File: src/inc/pgsr_map.svh
`ifndef PGSR_MAP_SVH
`define PGSR_MAP_SVH

// ----------------------------------------------------------------
// Command codes of the four registers
// ----------------------------------------------------------------
`define PGSR_CMD_PHASE      8'hDC
`define PGSR_CMD_GOOD       8'hE3
`define PGSR_CMD_CLOCK      8'hE4
`define PGSR_CMD_STACK      8'hEC

// ----------------------------------------------------------------
// Field positions
// ----------------------------------------------------------------
`define PGSR_ASSERT_HI      15
`define PGSR_ASSERT_LO      12
`define PGSR_RELEASE_HI     11
`define PGSR_RELEASE_LO     8
`define PGSR_MASK_HI        7
`define PGSR_MODE_HI        7
`define PGSR_MODE_LO        6
`define PGSR_EDGE_BIT       5
`define PGSR_FILL_HI        4

// ----------------------------------------------------------------
// Reset and fixed values
// ----------------------------------------------------------------
`define PGSR_GOOD_RST       16'h0000
`define PGSR_CLOCK_RST      8'h10
`define PGSR_CLOCK_FILL     5'h10
`define PGSR_STACK_RST      4'h0
`define PGSR_STACK_MAX      4'h3
`define PGSR_BROADCAST      8'hFF

// ----------------------------------------------------------------
// Timing ratios for the clock pin detector
// ----------------------------------------------------------------
`define PGSR_FAST_NUM       14'h0004
`define PGSR_FAST_DEN       14'h0003
`define PGSR_LOSS_MULT      14'h0002
`define PGSR_GAP_MAX        14'h3FFF

`endif

File: src/inc/pgsr_pkg.sv
`default_nettype none

package pgsr_pkg;

	// Clock pin mode as held in the lock control register
	typedef enum logic [1:0] {
		CLK_OFF,
		CLK_DRIVE,
		CLK_FOLLOW,
		CLK_AUTO
	} pgsr_clk_mode_e;

	// Delay length in switching ticks
	typedef logic [16:0] pgsr_tick_t;

	// Field to mode
	function automatic pgsr_clk_mode_e pgsr_mode_of(input logic [1:0] f);
		pgsr_clk_mode_e m;
		m = CLK_OFF;
		unique case (f)
			2'h0: m = CLK_OFF;
			2'h1: m = CLK_DRIVE;
			2'h2: m = CLK_FOLLOW;
			2'h3: m = CLK_AUTO;
		endcase
		return m;
	endfunction

	// Code 0 is one tick, code N is 2^N+1 ticks
	function automatic pgsr_tick_t pgsr_delay_ticks(input logic [3:0] n);
		pgsr_tick_t t;
		t = 17'h00001;
		if (n != 4'h0)
			t = (17'h00001 << n) + 17'h00001;
		return t;
	endfunction

endpackage

`default_nettype wire

File: src/inc/pgsr_sync_if.sv
`default_nettype none

// Clock pin detector results and the chosen lock edge
interface pgsr_sync_if;
	logic edgeSel;     // 1 rising, 0 falling
	logic edgeHit;     // Selected edge seen, one cycle
	logic pinHigh;     // Filtered pin level
	logic fastToggle;  // Edges faster than the threshold
	logic clkPresent;  // An edge arrived recently

	modport det
	(
		input  edgeSel,
		output edgeHit,
		output pinHigh,
		output fastToggle,
		output clkPresent
	);

	modport ctl
	(
		output edgeSel,
		input  edgeHit,
		input  pinHigh,
		input  fastToggle,
		input  clkPresent
	);
endinterface

`default_nettype wire

File: src/hw/pgsr_top.sv
`include "pgsr_map.svh"
`default_nettype none

// Overview of operation
// Phase summary bit n marks slot n fault
// Broadcast reads slots, else active status bit
// Assert delay from bits 15:12 in ticks
// Release delay from bits 11:8 in ticks
// Mask bit one blocks that event
// Good low while disabled or ramping or faulted
// Turn-off ramp and shutdown skip assert delay
// Continue-response faults never pull good low
// Assert and release delays timed independently
// Good control and stack writable only disabled
// Bits 7:6 select clock pin mode
// Bit 5 selects lock edge
// Host writes bits 4:0 as 10000b
// Invalid lock control write rejected, host alerted
// Auto mode decides once at enable
// High or fast pin follows, quiet drives
// Slave follows; flags missing or lost clock
// Host sets stack master to drive
// Follow floor frequency kept until disable
// Drive change during lock loss runs slow
// Stack nibble zero to three, start zero
// Delay counters count switching ticks, restart
module pgsr_top
(
	input  wire logic        sys_clk,
	input  wire logic        resetn,
	input  wire logic [7:0]  cmdCode,
	input  wire logic        cmdWrite,
	input  wire logic        cmdRead,
	input  wire logic [15:0] cmdWdata,
	input  wire logic        alertClear,
	input  wire logic [7:0]  phaseSel,
	input  wire logic [3:0]  slotFault,
	input  wire logic [3:0]  slotUsed,
	input  wire logic        activeStatus,
	input  wire logic        convEnable,
	input  wire logic        inTurnOnDelay,
	input  wire logic        inTurnOnRamp,
	input  wire logic        inTurnOffRamp,
	input  wire logic        inFaultShutdown,
	input  wire logic [7:0]  eventRaw,
	input  wire logic [7:0]  eventContinue,
	input  wire logic        pwmTick,
	input  wire logic        syncPin,
	input  wire logic [11:0] swPeriod,
	input  wire logic        isStackSlave,
	input  wire logic        atFollowFloor,
	output logic [15:0]      rdData_r,
	output logic             rdValid_r,
	output logic             dataErr_r,
	output logic             alertN_r,
	output logic             goodOut_r,
	output logic             syncDrive_r,
	output logic             syncFollow_r,
	output logic             lockEdge_r,
	output logic             lockLoss_r,
	output logic             oscSlow_r,
	output logic [3:0]       stackLast_r
);
	import pgsr_pkg::*;

	// ------------------------------------------------------------
	// Register state
	// ------------------------------------------------------------
	logic [3:0]  phaseSticky_r;  // Per-slot fault marks
	logic [15:0] goodCtrl_r;     // Delays and masks
	logic [7:0]  clkCtrl_r;      // Mode, edge, fill pattern
	logic        convEnPrev_r;   // Enable edge finder
	logic        autoFollow_r;   // Auto decision, kept per enable
	logic        followPrev_r;   // Mode one cycle ago

	// ------------------------------------------------------------
	// Command decode
	// ------------------------------------------------------------
	logic wrPhase;
	logic wrGood;
	logic wrClock;
	logic wrStack;
	logic clockValid;
	logic stackValid;
	logic badWrite;

	assign wrPhase = cmdWrite && (cmdCode == `PGSR_CMD_PHASE);
	assign wrGood  = cmdWrite && (cmdCode == `PGSR_CMD_GOOD);
	assign wrClock = cmdWrite && (cmdCode == `PGSR_CMD_CLOCK);
	assign wrStack = cmdWrite && (cmdCode == `PGSR_CMD_STACK);

	// Only the fixed fill pattern is legal in the low bits
	assign clockValid = (cmdWdata[`PGSR_FILL_HI:0] == `PGSR_CLOCK_FILL);
	// Upper bits must be zero and the nibble at most four-phase
	assign stackValid = (cmdWdata[15:4] == 12'h000) &&
	                    (cmdWdata[3:0] <= `PGSR_STACK_MAX);
	assign badWrite   = (wrClock && !clockValid) ||
	                    (wrStack && !stackValid);

	// ------------------------------------------------------------
	// Read path
	// ------------------------------------------------------------
	logic [15:0] phaseRead;
	logic [15:0] rdMux;

	// Broadcast shows slots; otherwise just the active one
	assign phaseRead = (phaseSel == `PGSR_BROADCAST)
	                 ? {12'h000, phaseSticky_r & slotUsed}
	                 : {15'h0000, activeStatus};

	always_comb
	begin
		rdMux = 16'h0000;    // Unmapped codes read zero
		unique case (cmdCode)
			`PGSR_CMD_PHASE: rdMux = phaseRead;
			`PGSR_CMD_GOOD:  rdMux = goodCtrl_r;
			`PGSR_CMD_CLOCK: rdMux = {8'h00, clkCtrl_r};
			`PGSR_CMD_STACK: rdMux = {12'h000, stackLast_r};
			default:         rdMux = 16'h0000;
		endcase
	end

	// Read answer one cycle after the request
	always_ff @(posedge sys_clk or negedge resetn)
	begin
		if (!resetn)
		begin
			rdData_r  <= 16'h0000;
			rdValid_r <= 1'b0;
		end
		else
		begin
			rdValid_r <= cmdRead;
			if (cmdRead)
				rdData_r <= rdMux;
		end
	end

	// ------------------------------------------------------------
	// Register writes
	// ------------------------------------------------------------
	// Fault marks: write one to clear, a new fault wins
	always_ff @(posedge sys_clk or negedge resetn)
	begin
		if (!resetn)
			phaseSticky_r <= 4'h0;
		else
			phaseSticky_r <= (phaseSticky_r &
			                  ~(wrPhase ? cmdWdata[3:0] : 4'h0)) |
			                 (slotFault & slotUsed);
	end

	// Configuration writes; good control and stack locked while converting
	always_ff @(posedge sys_clk or negedge resetn)
	begin
		if (!resetn)
		begin
			goodCtrl_r  <= `PGSR_GOOD_RST;
			clkCtrl_r   <= `PGSR_CLOCK_RST;
			stackLast_r <= `PGSR_STACK_RST;
		end
		else
		begin
			if (wrGood && !convEnable)
				goodCtrl_r <= cmdWdata;
			if (wrClock && clockValid)
				clkCtrl_r <= cmdWdata[7:0];
			if (wrStack && stackValid && !convEnable)
				stackLast_r <= cmdWdata[3:0];
		end
	end

	// Unsupported data pulse and sticky alert; new error wins
	always_ff @(posedge sys_clk or negedge resetn)
	begin
		if (!resetn)
		begin
			dataErr_r <= 1'b0;
			alertN_r  <= 1'b1;
		end
		else
		begin
			dataErr_r <= badWrite;
			alertN_r  <= ~(badWrite | (~alertN_r & ~alertClear));
		end
	end

	// ------------------------------------------------------------
	// Output good logic
	// ------------------------------------------------------------
	logic [7:0] eventLive;
	logic       badNow;
	logic       forceLow;
	logic       assertRun;
	logic       releaseRun;
	logic       assertDone;
	logic       releaseDone;

	// Masked and continue-response events cannot pull low
	assign eventLive = eventRaw & ~goodCtrl_r[`PGSR_MASK_HI:0]
	                            & ~eventContinue;
	assign badNow    = |eventLive;
	assign forceLow  = !convEnable || inTurnOnDelay ||
	                   inTurnOnRamp || inTurnOffRamp ||
	                   inFaultShutdown;
	// Each timer only sees its own condition
	assign assertRun  = goodOut_r && badNow;
	assign releaseRun = !goodOut_r && !badNow && !forceLow;

	pgsr_delay_timer assertTimer
	(
		.sys_clk   (sys_clk),
		.resetn    (resetn),
		.run       (assertRun),
		.tick      (pwmTick),
		.delayCode (goodCtrl_r[`PGSR_ASSERT_HI:`PGSR_ASSERT_LO]),
		.done      (assertDone)
	);

	pgsr_delay_timer releaseTimer
	(
		.sys_clk   (sys_clk),
		.resetn    (resetn),
		.run       (releaseRun),
		.tick      (pwmTick),
		.delayCode (goodCtrl_r[`PGSR_RELEASE_HI:`PGSR_RELEASE_LO]),
		.done      (releaseDone)
	);

	// Forced states bypass the assert delay entirely
	always_ff @(posedge sys_clk or negedge resetn)
	begin
		if (!resetn)
			goodOut_r <= 1'b0;
		else if (forceLow)
			goodOut_r <= 1'b0;
		else if (goodOut_r && assertDone)
			goodOut_r <= 1'b0;
		else if (!goodOut_r && releaseDone)
			goodOut_r <= 1'b1;
	end

	// ------------------------------------------------------------
	// Clock pin mode
	// ------------------------------------------------------------
	pgsr_sync_if    syncBus ();
	pgsr_clk_mode_e cfgMode;
	logic           enRise;
	logic           follow;
	logic           drive;
	logic           cfgFollow;  // Mode asks to follow the pin
	logic           cfgDrive;   // Mode asks to drive the pin

	assign cfgMode        = pgsr_mode_of(
	                        clkCtrl_r[`PGSR_MODE_HI:`PGSR_MODE_LO]);
	assign syncBus.edgeSel = clkCtrl_r[`PGSR_EDGE_BIT];
	assign enRise          = convEnable && !convEnPrev_r;

	pgsr_pin_detect pinDetect
	(
		.sys_clk  (sys_clk),
		.resetn   (resetn),
		.syncPin  (syncPin),
		.swPeriod (swPeriod),
		.sy       (syncBus)
	);

	// Roles the mode asks for, before the stack role overrides them
	assign cfgFollow = (cfgMode == CLK_FOLLOW) ||
	                   ((cfgMode == CLK_AUTO) && autoFollow_r);
	assign cfgDrive  = (cfgMode == CLK_DRIVE) ||
	                   ((cfgMode == CLK_AUTO) && !autoFollow_r);
	// A stack slave always follows, whatever the mode
	assign follow = isStackSlave || cfgFollow;
	assign drive  = !isStackSlave && cfgDrive;

	// Auto choice made once per enable from the pin state
	always_ff @(posedge sys_clk or negedge resetn)
	begin
		if (!resetn)
		begin
			convEnPrev_r <= 1'b0;
			autoFollow_r <= 1'b0;
			followPrev_r <= 1'b0;
		end
		else
		begin
			convEnPrev_r <= convEnable;
			followPrev_r <= cfgFollow;
			if (enRise)
				autoFollow_r <= syncBus.pinHigh ||
				                syncBus.fastToggle;
		end
	end

	// Pin roles and lock edge pulse
	always_ff @(posedge sys_clk or negedge resetn)
	begin
		if (!resetn)
		begin
			syncDrive_r  <= 1'b0;
			syncFollow_r <= 1'b0;
			lockEdge_r   <= 1'b0;
		end
		else
		begin
			syncDrive_r  <= drive;
			syncFollow_r <= follow;
			lockEdge_r   <= follow && syncBus.edgeHit;
		end
	end

	// Lock loss and reduced oscillator, both end on disable
	always_ff @(posedge sys_clk or negedge resetn)
	begin
		if (!resetn)
		begin
			lockLoss_r <= 1'b0;
			oscSlow_r  <= 1'b0;
		end
		else if (!convEnable)
		begin
			lockLoss_r <= 1'b0;
			oscSlow_r  <= 1'b0;
		end
		else
		begin
			if (isStackSlave && !syncBus.clkPresent)
				lockLoss_r <= 1'b1;
			// Mode change, not pin role: a slave still follows
			if (followPrev_r && cfgDrive &&
			    (atFollowFloor || lockLoss_r))
				oscSlow_r <= 1'b1;
		end
	end
endmodule

`default_nettype wire

File: src/hw/pgsr_delay_timer.sv
`include "pgsr_map.svh"
`default_nettype none

// Counts switching ticks while its condition holds
module pgsr_delay_timer
(
	input  wire logic       sys_clk,
	input  wire logic       resetn,
	input  wire logic       run,
	input  wire logic       tick,
	input  wire logic [3:0] delayCode,
	output logic            done
);
	import pgsr_pkg::*;

	pgsr_tick_t cnt_r;   // Ticks seen so far
	pgsr_tick_t target;  // Ticks needed

	assign target = pgsr_delay_ticks(delayCode);
	assign done   = run && (cnt_r >= target);

	// Restart whenever the condition drops before expiry
	always_ff @(posedge sys_clk or negedge resetn)
	begin
		if (!resetn)
			cnt_r <= '0;
		else if (!run)
			cnt_r <= '0;
		else if (tick && (cnt_r < target))
			cnt_r <= cnt_r + 17'h00001;
	end
endmodule

`default_nettype wire

File: src/hw/pgsr_pin_detect.sv
`include "pgsr_map.svh"
`default_nettype none

// Samples the clock pin, finds edges and measures their spacing
module pgsr_pin_detect
(
	input  wire logic        sys_clk,
	input  wire logic        resetn,
	input  wire logic        syncPin,
	input  wire logic [11:0] swPeriod,
	pgsr_sync_if.det         sy
);
	import pgsr_pkg::*;

	logic [2:0]  pinSync_r;  // Three-stage synchroniser
	logic        pinLvl_r;   // Accepted level
	logic        lvlPrev_r;  // Level one cycle ago
	logic        edgeHit_r;  // Selected edge pulse
	logic [13:0] gap_r;      // Cycles since last selected edge
	logic [13:0] lastGap_r;  // Spacing of the last two edges
	logic        agree;
	logic        hit;
	logic [13:0] perWide;
	logic [13:0] fastLimit;
	logic [13:0] lossLimit;

	// ------------------------------------------------------------
	// Filtering and edge selection
	// ------------------------------------------------------------
	// Stage 0 feeds stage 1 only; a level counts once 1 and 2 agree
	assign agree = (pinSync_r[1] == pinSync_r[2]);
	assign hit   = sy.edgeSel ? (pinLvl_r & ~lvlPrev_r)
	                          : (~pinLvl_r & lvlPrev_r);

	// Period threshold: faster than 75% of nominal frequency
	assign perWide   = {2'h0, swPeriod};
	assign fastLimit = 14'((perWide * `PGSR_FAST_NUM) / `PGSR_FAST_DEN);
	// Loss window long enough for the 70% floor
	assign lossLimit = 14'(perWide * `PGSR_LOSS_MULT);

	// Synchroniser and level filter
	always_ff @(posedge sys_clk or negedge resetn)
	begin
		if (!resetn)
		begin
			pinSync_r <= 3'h0;
			pinLvl_r  <= 1'b0;
			lvlPrev_r <= 1'b0;
			edgeHit_r <= 1'b0;
		end
		else
		begin
			pinSync_r <= {pinSync_r[1:0], syncPin};
			if (agree)
				pinLvl_r <= pinSync_r[2];
			lvlPrev_r <= pinLvl_r;
			edgeHit_r <= hit;
		end
	end

	// ------------------------------------------------------------
	// Edge spacing
	// ------------------------------------------------------------
	// Saturating gap counter, sampled at each selected edge
	always_ff @(posedge sys_clk or negedge resetn)
	begin
		if (!resetn)
		begin
			gap_r     <= `PGSR_GAP_MAX;
			lastGap_r <= `PGSR_GAP_MAX;
		end
		else if (hit)
		begin
			lastGap_r <= gap_r;
			gap_r     <= 14'h0001;
		end
		else if (gap_r != `PGSR_GAP_MAX)
			gap_r <= gap_r + 14'h0001;
	end

	assign sy.edgeHit    = edgeHit_r;
	assign sy.pinHigh    = pinLvl_r;
	assign sy.clkPresent = (gap_r < lossLimit);
	assign sy.fastToggle = sy.clkPresent && (lastGap_r < fastLimit);
endmodule

`default_nettype wire

File: config.mk
export PLATFORM = sky130hd
export DESIGN_NAME = pgsr_top
export DESIGN_NICKNAME = d
export VERILOG_FILES = /design/src/inc/pgsr_pkg.sv /design/src/inc/pgsr_sync_if.sv /design/src/hw/pgsr_top.sv /design/src/hw/pgsr_delay_timer.sv /design/src/hw/pgsr_pin_detect.sv
export VERILOG_INCLUDE_DIRS = /design/src /design/src/inc
export SDC_FILE = /design/constraint.sdc
export NUM_CORES = 1
export LEC_CHECK = 0
export ABC_AREA = 1
export BUFFER_PORTS_ARGS = -buffer_cell sky130_fd_sc_hd__buf_4
export CAP_MARGIN = 15
export CELL_PAD_IN_SITES_DETAIL_PLACEMENT = 1
export CELL_PAD_IN_SITES_GLOBAL_PLACEMENT = 1
export CORE_MARGIN = 1.5
export CORE_UTILIZATION = 43
export CTS_CLUSTER_DIAMETER = 150
export CTS_CLUSTER_SIZE = 10
export DETAILED_ROUTE_END_ITERATION = 8
export PLACE_DENSITY_LB_ADDON = 0.15
export SETUP_SLACK_MARGIN = 0.2
export SYNTH_ARGS = -nofsm -noshare
export SYNTH_HDL_FRONTEND = slang
export SYNTH_SLANG_ARGS = --single-unit
File: constraint.sdc
create_clock -name sys_clk -period 5.1 [get_ports sys_clk]
set_clock_uncertainty 0.1 [all_clocks]
set_input_delay 0.51 -clock sys_clk [delete_from_list [all_inputs] [get_ports sys_clk]]
set_output_delay 0.51 -clock sys_clk [all_outputs]
set_load 0.05 [all_outputs]
[Word level (Yosys, flattened, before mapping)]
Index checks and enable logic that the tools add are counted.
Word-level totals
  input bits: 83
  output and inout port bits: 29
  logic and storage cells: 152
  register bits after elaboration: 128
Cells by class
  reduce and logical (&&, ||, !) cells: 56
  bitwise operators: 18
  shift-type cells: 2
  multiplexer cells: 20
  eq/ne operators: 18
  $add $sub $neg: 5
  $lt $le $gt $ge: 7
  divide/modulo/power cells: 1
Operator list (count)
  17-bit 2-to-1 mux: 6
  17-bit by 1-bit adder with 17-bit output, second input constant: 4
  16-bit case mux with 4 select lines: 1
  8-bit == test, second input constant: 5
  17-bit >= comparator: 2
  17-bit < comparator: 2
  1-bit by 4-bit left shift with 17-bit output, first input constant: 2
  1-bit logical AND: 29
  14-bit 2-to-1 mux: 2
  8-bit AND: 2
  8-bit NOT: 2
  14-bit by 1-bit adder with 14-bit output, second input constant: 1
  14-bit by 2-bit divider with 14-bit output, second input constant: 1
  14-bit by 13-bit < comparator with 1-bit output: 1
  14-bit < comparator: 1
  14-bit inequality test, second input constant: 1
  4-bit AND: 3
  12-bit logical NOT: 1
  1-bit logical NOT: 10
  1-bit logical OR: 10
  2-bit == test, second input constant: 4
  1-bit 2-to-1 mux: 8
  4-bit 2-to-1 mux: 2
  2-bit case mux with 4 select lines: 1
  other kinds (16): 26

[Longest topological paths before layout]
  word-level depth: 12
  mapped depth: 45
  gate-level depth less buffers: 45

[By module]
A second synthesis with hierarchy kept.
Unflattened totals
  cells, all modules: 1225
  area, all modules: 8839.7 µm²
By module, submodules not included
  pgsr_delay_timer: cells each 267, instances 2, area each 1734.2 µm²
  pgsr_top: cells each 345, instances 1, area each 2811.4 µm²
  pgsr_pin_detect: cells each 346, instances 1, area each 2560.0 µm²

[Worst setup path before layout]
OpenSTA, ideal clock, no wires.
  kind: input-to-reg
  start: input swPeriod[9]
  end: register autoFollow_r
  path buffers: 0
  setup slack: 1.002 ns
  data required time: 4.927 ns
  data arrival time: 3.925 ns
  stages on the path: 38
  library setup time: 0.073 ns
  cells stage by stage: inv_1 > nand3_1 > nand2_1 > inv_2 > o21ai_2 > nand2_1 > o21ai_2 > nand2_2 > o21ai_2 > nand2_2 > a21oi_1 > nor2_2 > o21ai_1 > nand3_1 > nand3_1 > nand3_1 > nand2_1 > nand2_1 > (+2 left out) > nand2_1 > inv_2 > ha_1 > inv_1 > nand2_4 > nand2_2 > o21ai_4 > ha_1 > nand2_1 > inv_1 > ha_1 > nand2_1 > nand2_1 > nand2_1 > nand2_1 > nand2_1 > nand2_1 > a21oi_2
On the way
  cells in the longest elaborated chain, start to end: 4
Ends and longest elaborated chain
  from (decl): RTL line pgsr_top.sv:49  | input wire logic [11:0] swPeriod,
  14-bit by 2-bit divider with 14-bit output (no line)
  14-bit < comparator: RTL line pgsr_pin_detect.sv:84  | assign sy.fastToggle = sy.clkPresent && (lastGap_r < fastLimit);
  1-bit logical AND *: RTL line pgsr_pin_detect.sv:84
  1-bit logical OR *: RTL line pgsr_top.sv:291  | autoFollow_r <= syncBus.pinHigh ||
  to (signal assigned): RTL line pgsr_top.sv:291
  to (decl): RTL line pgsr_top.sv:73  | logic autoFollow_r;
Mark *: on every way between the ends. The rest lies on a longest branch, timed or not.
A chain may end at the register's enable or synchronous reset.

[Worst setup path in the final report]
  start: register goodCtrl_r[15]
  end: register assertTimer.cnt_r[12]
On the way
  cells in the longest elaborated chain, start to end: 6
Ends and longest elaborated chain
  from (decl): RTL line pgsr_top.sv:70  | logic [15:0] goodCtrl_r;
  from (signal assigned): RTL line pgsr_top.sv:158  | goodCtrl_r <= `PGSR_GOOD_RST;
  from (signal assigned): RTL line pgsr_top.sv:165  | goodCtrl_r <= cmdWdata;
  1-bit by 4-bit left shift with 17-bit output: RTL line pgsr_pkg.sv:34  | t = (17'h00001 << n) + 17'h00001;
  17-bit by 1-bit adder with 17-bit output: RTL line pgsr_pkg.sv:34
  17-bit 2-to-1 mux *: RTL line pgsr_pkg.sv:33  | if (n != 4'h0)
  17-bit < comparator *: RTL line pgsr_delay_timer.sv:29  | else if (tick && (cnt_r < target))
  1-bit logical AND *: RTL line pgsr_delay_timer.sv:29
  2-bit inequality test (no line) *
  to (signal assigned): RTL line pgsr_delay_timer.sv:30  | cnt_r <= cnt_r + 17'h00001;
  to (decl): RTL line pgsr_delay_timer.sv:16  | pgsr_tick_t cnt_r;
Marked as above.

==> summary.txt <==
Synth
  • Top-count cell post-synth: nand2_1
  • Register area share after synthesis: about two fifths
  • Yosys reg bits: around 130
  • Ys Warns: 0
  • Syn Inst Count: 1032
  • Unique cell type count in the Yosys netlist: 46
  • Cells taking the most area after synthesis: dfrtp_1 31%, ha_1 10%, dfstp_2 9.9%, nand2_1 9.9%, inv_1 7.8%
  • Synth Flop Type: dfrtp_1
  • Post-synthesis cell area: 7950 um2
  • Synth async-reset ratio: 100%
  • Synth cell count leaders: 210 x nand2_1, 166 x inv_1, 98 x dfrtp_1
  • Post-synth EDFFs: 0
  • Post-synth top area share: a little under a third
  • Syn_area_per_cell: roughly 7.7 um2
  • Top cell type by total area after synthesis: dfrtp_1

STA
  • Final setup vio count: 0
  • Slew Limit Fails: 0
  • Max_slew headroom: 29.1%
  • Fin. Hold Viols: 0
  • Worst slew pin tran: between 1 and 1.5 ns
  • Fmax: 226 MHz
  • Period utilisation layout: between 80% and 90%
  • Setup_tns: 0 ns
  • RSZ-0062 raised after global routing: no
  • Tmin final: between 4 and 5 ns

Setup path
  • Worst-path cell with the longest stage delay: dfrtp_1
  • Crit. End Element: register
  • WP data required: around 5.3 ns
  • Most used cell, CP: inv_1
  • Crit Path Max Fanout: 12
  • Crit-path max cell delay: ~0.57 ns
  • Worst r2r path cells: 22
  • R2R Setup Slk: roughly 0.68 ns
  • CP Class: register to register
  • Crit-path cells: inv_1 > nand3_1 > inv_1 > ha_1 > or2_2 > nand3_1 > ha_1 > a21oi_1 > nor2_1 > o21ai_0 > o211ai_1 > nand2_1 > nand3_1 > nor2_2 > inv_1 > nor3_1 > inv_1 > nor2_1 > inv_1 > nor4_1 > nand2_1 > a221oi_1
  • RR Startpoint: goodCtrl_r[15]
  • Crit path DAT: approximately 4.6 ns
  • Reg-to-Reg End: assertTimer.cnt_r[12]
  • Setup crit end: assertTimer.cnt_r[12]
  • Worst setup SP type: register
  • Critical path origin: goodCtrl_r[15]

Drt
  • DR top layer: met4
  • Routed met2 length: 11600 um
  • Vias/cell: roughly 5.4
  • WL final: ~23000 um
  • Routed via count: roughly 7.6k
  • Met3 Routed Length: between 600 and 700 um
  • Post-route ant nets: 0
  • First-pass DRT Iterations: 5
  • DRC Markers: 0
  • DRT iter0 DRCs: ~400
  • Routed met1 length: 10800 um
  • DR WL/cell: ~17 um

Final layout
  • Fill cell total of the finished layout: between 2k and 2.5k
  • Syn-to-layout area delta: 21.8%
  • Ant. Diodes: 0
  • Share of cells above drive strength 1: 18.4%
  • Nets@finish: 1298

Clocking
  • CTS buffer count: 17
  • CTS Buffer Depth: 2
  • Clk slew on worst S/H paths: ~0.060 ns
  • Worst-skew pair later-pin latency: between 0.4 and 0.5 ns
  • CTS resizes: 0
  • Post-CTS Setup Bufs: 0
  • CTS H-tree depth: 4
  • CTS tree: yes
  • Cts hold-fix bufs: 0
  • Root Driver: clkbuf_16
  • Clock Sinks: ~130

Die
  • Rows: 49
  • Die Wd: around 140 um
  • Vert. Die Dim: ~140 um
  • Initial Utilization: 44.1%
  • DIE AREA: a little under 20000 um2
  • Ports: between 100 and 150
  • Core ar.: approximately 18000 um2

Worst hold path
  • HP Class: input pin to register
  • Hold_sp: syncPin

Placed design
  • IO Port Bufs: between 100 and 150
  • GP Congestion: around 0.81
  • Hpwl dp: ~17000 um

Pwr
  • Peak supply drop: 0.000272 V
  • Pwr Density: ~300 nW/um2
  • Final Power: between 2 and 3 mW
  • Lkg Pwr: approximately 4.6 nW

GRT
  • Largest net degree at the start of global routing: 75
  • Number of global-route vias before repair: 7907
  • Gr usage total: 25.3%
  • First-pass GRT wire length: 39400 um
  • GR Overflow Total: 0
  • Initial antenna violation count: 0

Job
  • Max_cap viols: 0

Run status
  • Outcome: completed
layer usage:
layer | vias up | GRT usage [%]
met5 | - | 0
met4 | 0 | 5.10
met3 | 23 | 4.63
met2 | 111 | 43.9
met1 | 3744 | 33.1
li1 | 3692 | -
critical path: cells and delay by family, from the launching register on:
family | cells | cell delay [ns]
adder cells (fa/ha/maj) | 2 | 0.43
flip-flops | 1 | 0.57
AO/OA/AOI/OAI | 4 | 0.67
buffers and inverters | 5 | 0.60
AND/OR/NAND/NOR | 11 | 1.97
state kept, by name (all words and copies together) (netlist names), 3 cells and up:
signal / cells
assertTimer.cnt_r: 17
pinDetect.pinSync_r: 3
rdData_r: 16
stackLast_r: 4
phaseSticky_r: 4
clkCtrl_r: 8
goodCtrl_r: 16
pinDetect.gap_r: 14
pinDetect.lastGap_r: 14
releaseTimer.cnt_r: 17
worst min path at each step:
stage	slack (ns)	cells after the start	to
3_5_place_dp	0.30	0	pinDetect.pinSync_r[2]
2_1_floorplan	0.11	0	assertTimer.cnt_r[0]
5_1_grt	0.07	1	pinDetect.pinSync_r[0]
6_report	0.09	1	pinDetect.pinSync_r[0]
4_1_cts	0.07	1	pinDetect.pinSync_r[0]
3_3_place_gp	0.28	0	pinDetect.pinSync_r[2]
layout by cell type, fill, tap and decap left out, types with 5 or more instances in the layout:
| cell type | instances |
|---|---|
| inv_2 | 6 |
| o221ai_1 | 5 |
| a21oi_1 | 50 |
| nand2_1 | 210 |
| o22ai_1 | 8 |
| inv_1 | 166 |
| buf_4 | 116 |
| o21ai_0 | 77 |
| dfrtp_1 | 98 |
| nor4_1 | 15 |
| nor3_1 | 36 |
| o21ai_2 | 6 |
| o31ai_1 | 8 |
| a211oi_1 | 8 |
| nand2_2 | 10 |
| ha_1 | 64 |
| nor2_1 | 81 |
| nand3_1 | 46 |
| clkbuf_16 | 17 |
| o21ai_1 | 5 |
| dfstp_2 | 30 |
| nand4_1 | 38 |
per-stage QoR:
| stage | util, % | area, um2 | hold slack, ns | instances | setup slack [ns] |
|---|---|---|---|---|---|
| finish | 53.7 | 9680 | 0.0888 | 1393 | 0.681 |
| global route | 53.7 | 9680 | 0.0748 | 1393 | 0.213 |
| global placement | 50.2 | 9050 | 0.279 | 1361 | 0.563 |
| floorplan | - | 7960 | 0.114 | 1035 | 1.00 |
| detailed placement | 50.2 | 9050 | 0.301 | 1361 | 0.328 |
| CTS | 53.7 | 9680 | 0.0723 | 1393 | 0.581 |
power by group:
part	total (mW)	internal (mW)	switching [mW]
sequential	1.12	1.08	0.0386
combinational	0.436	0.165	0.271
clock	1.32	0.824	0.497
cell families (layout without fill, tap and decap cells):
kind of cell | count (synthesis) | count (layout) | share of synthesized area [%]
simple gates | 452 | 452 | 25.4
flops | 128 | 128 | 40.8
fa+ha+maj | 65 | 65 | 10.2
other cells | 1 | 4 | 0.0472
xor+xnor | 2 | 2 | 0.220
compound gates | 190 | 190 | 14.2
buf+inv | 194 | 323 | 9.16
layout make-up:
type	count	area (um2)	area share, %
Clock buffer	17	425	4.39
Multi-Input combinational cell	713	4000	41.3
Inverter	175	657	6.78
Sequential cell	128	3240	33.5
Tap cell	229	287	2.96
Timing Repair Buffer	116	871	8.99
Clock inverter	15	209	2.16
Note: power is estimated with default switching activity, not from simulation.
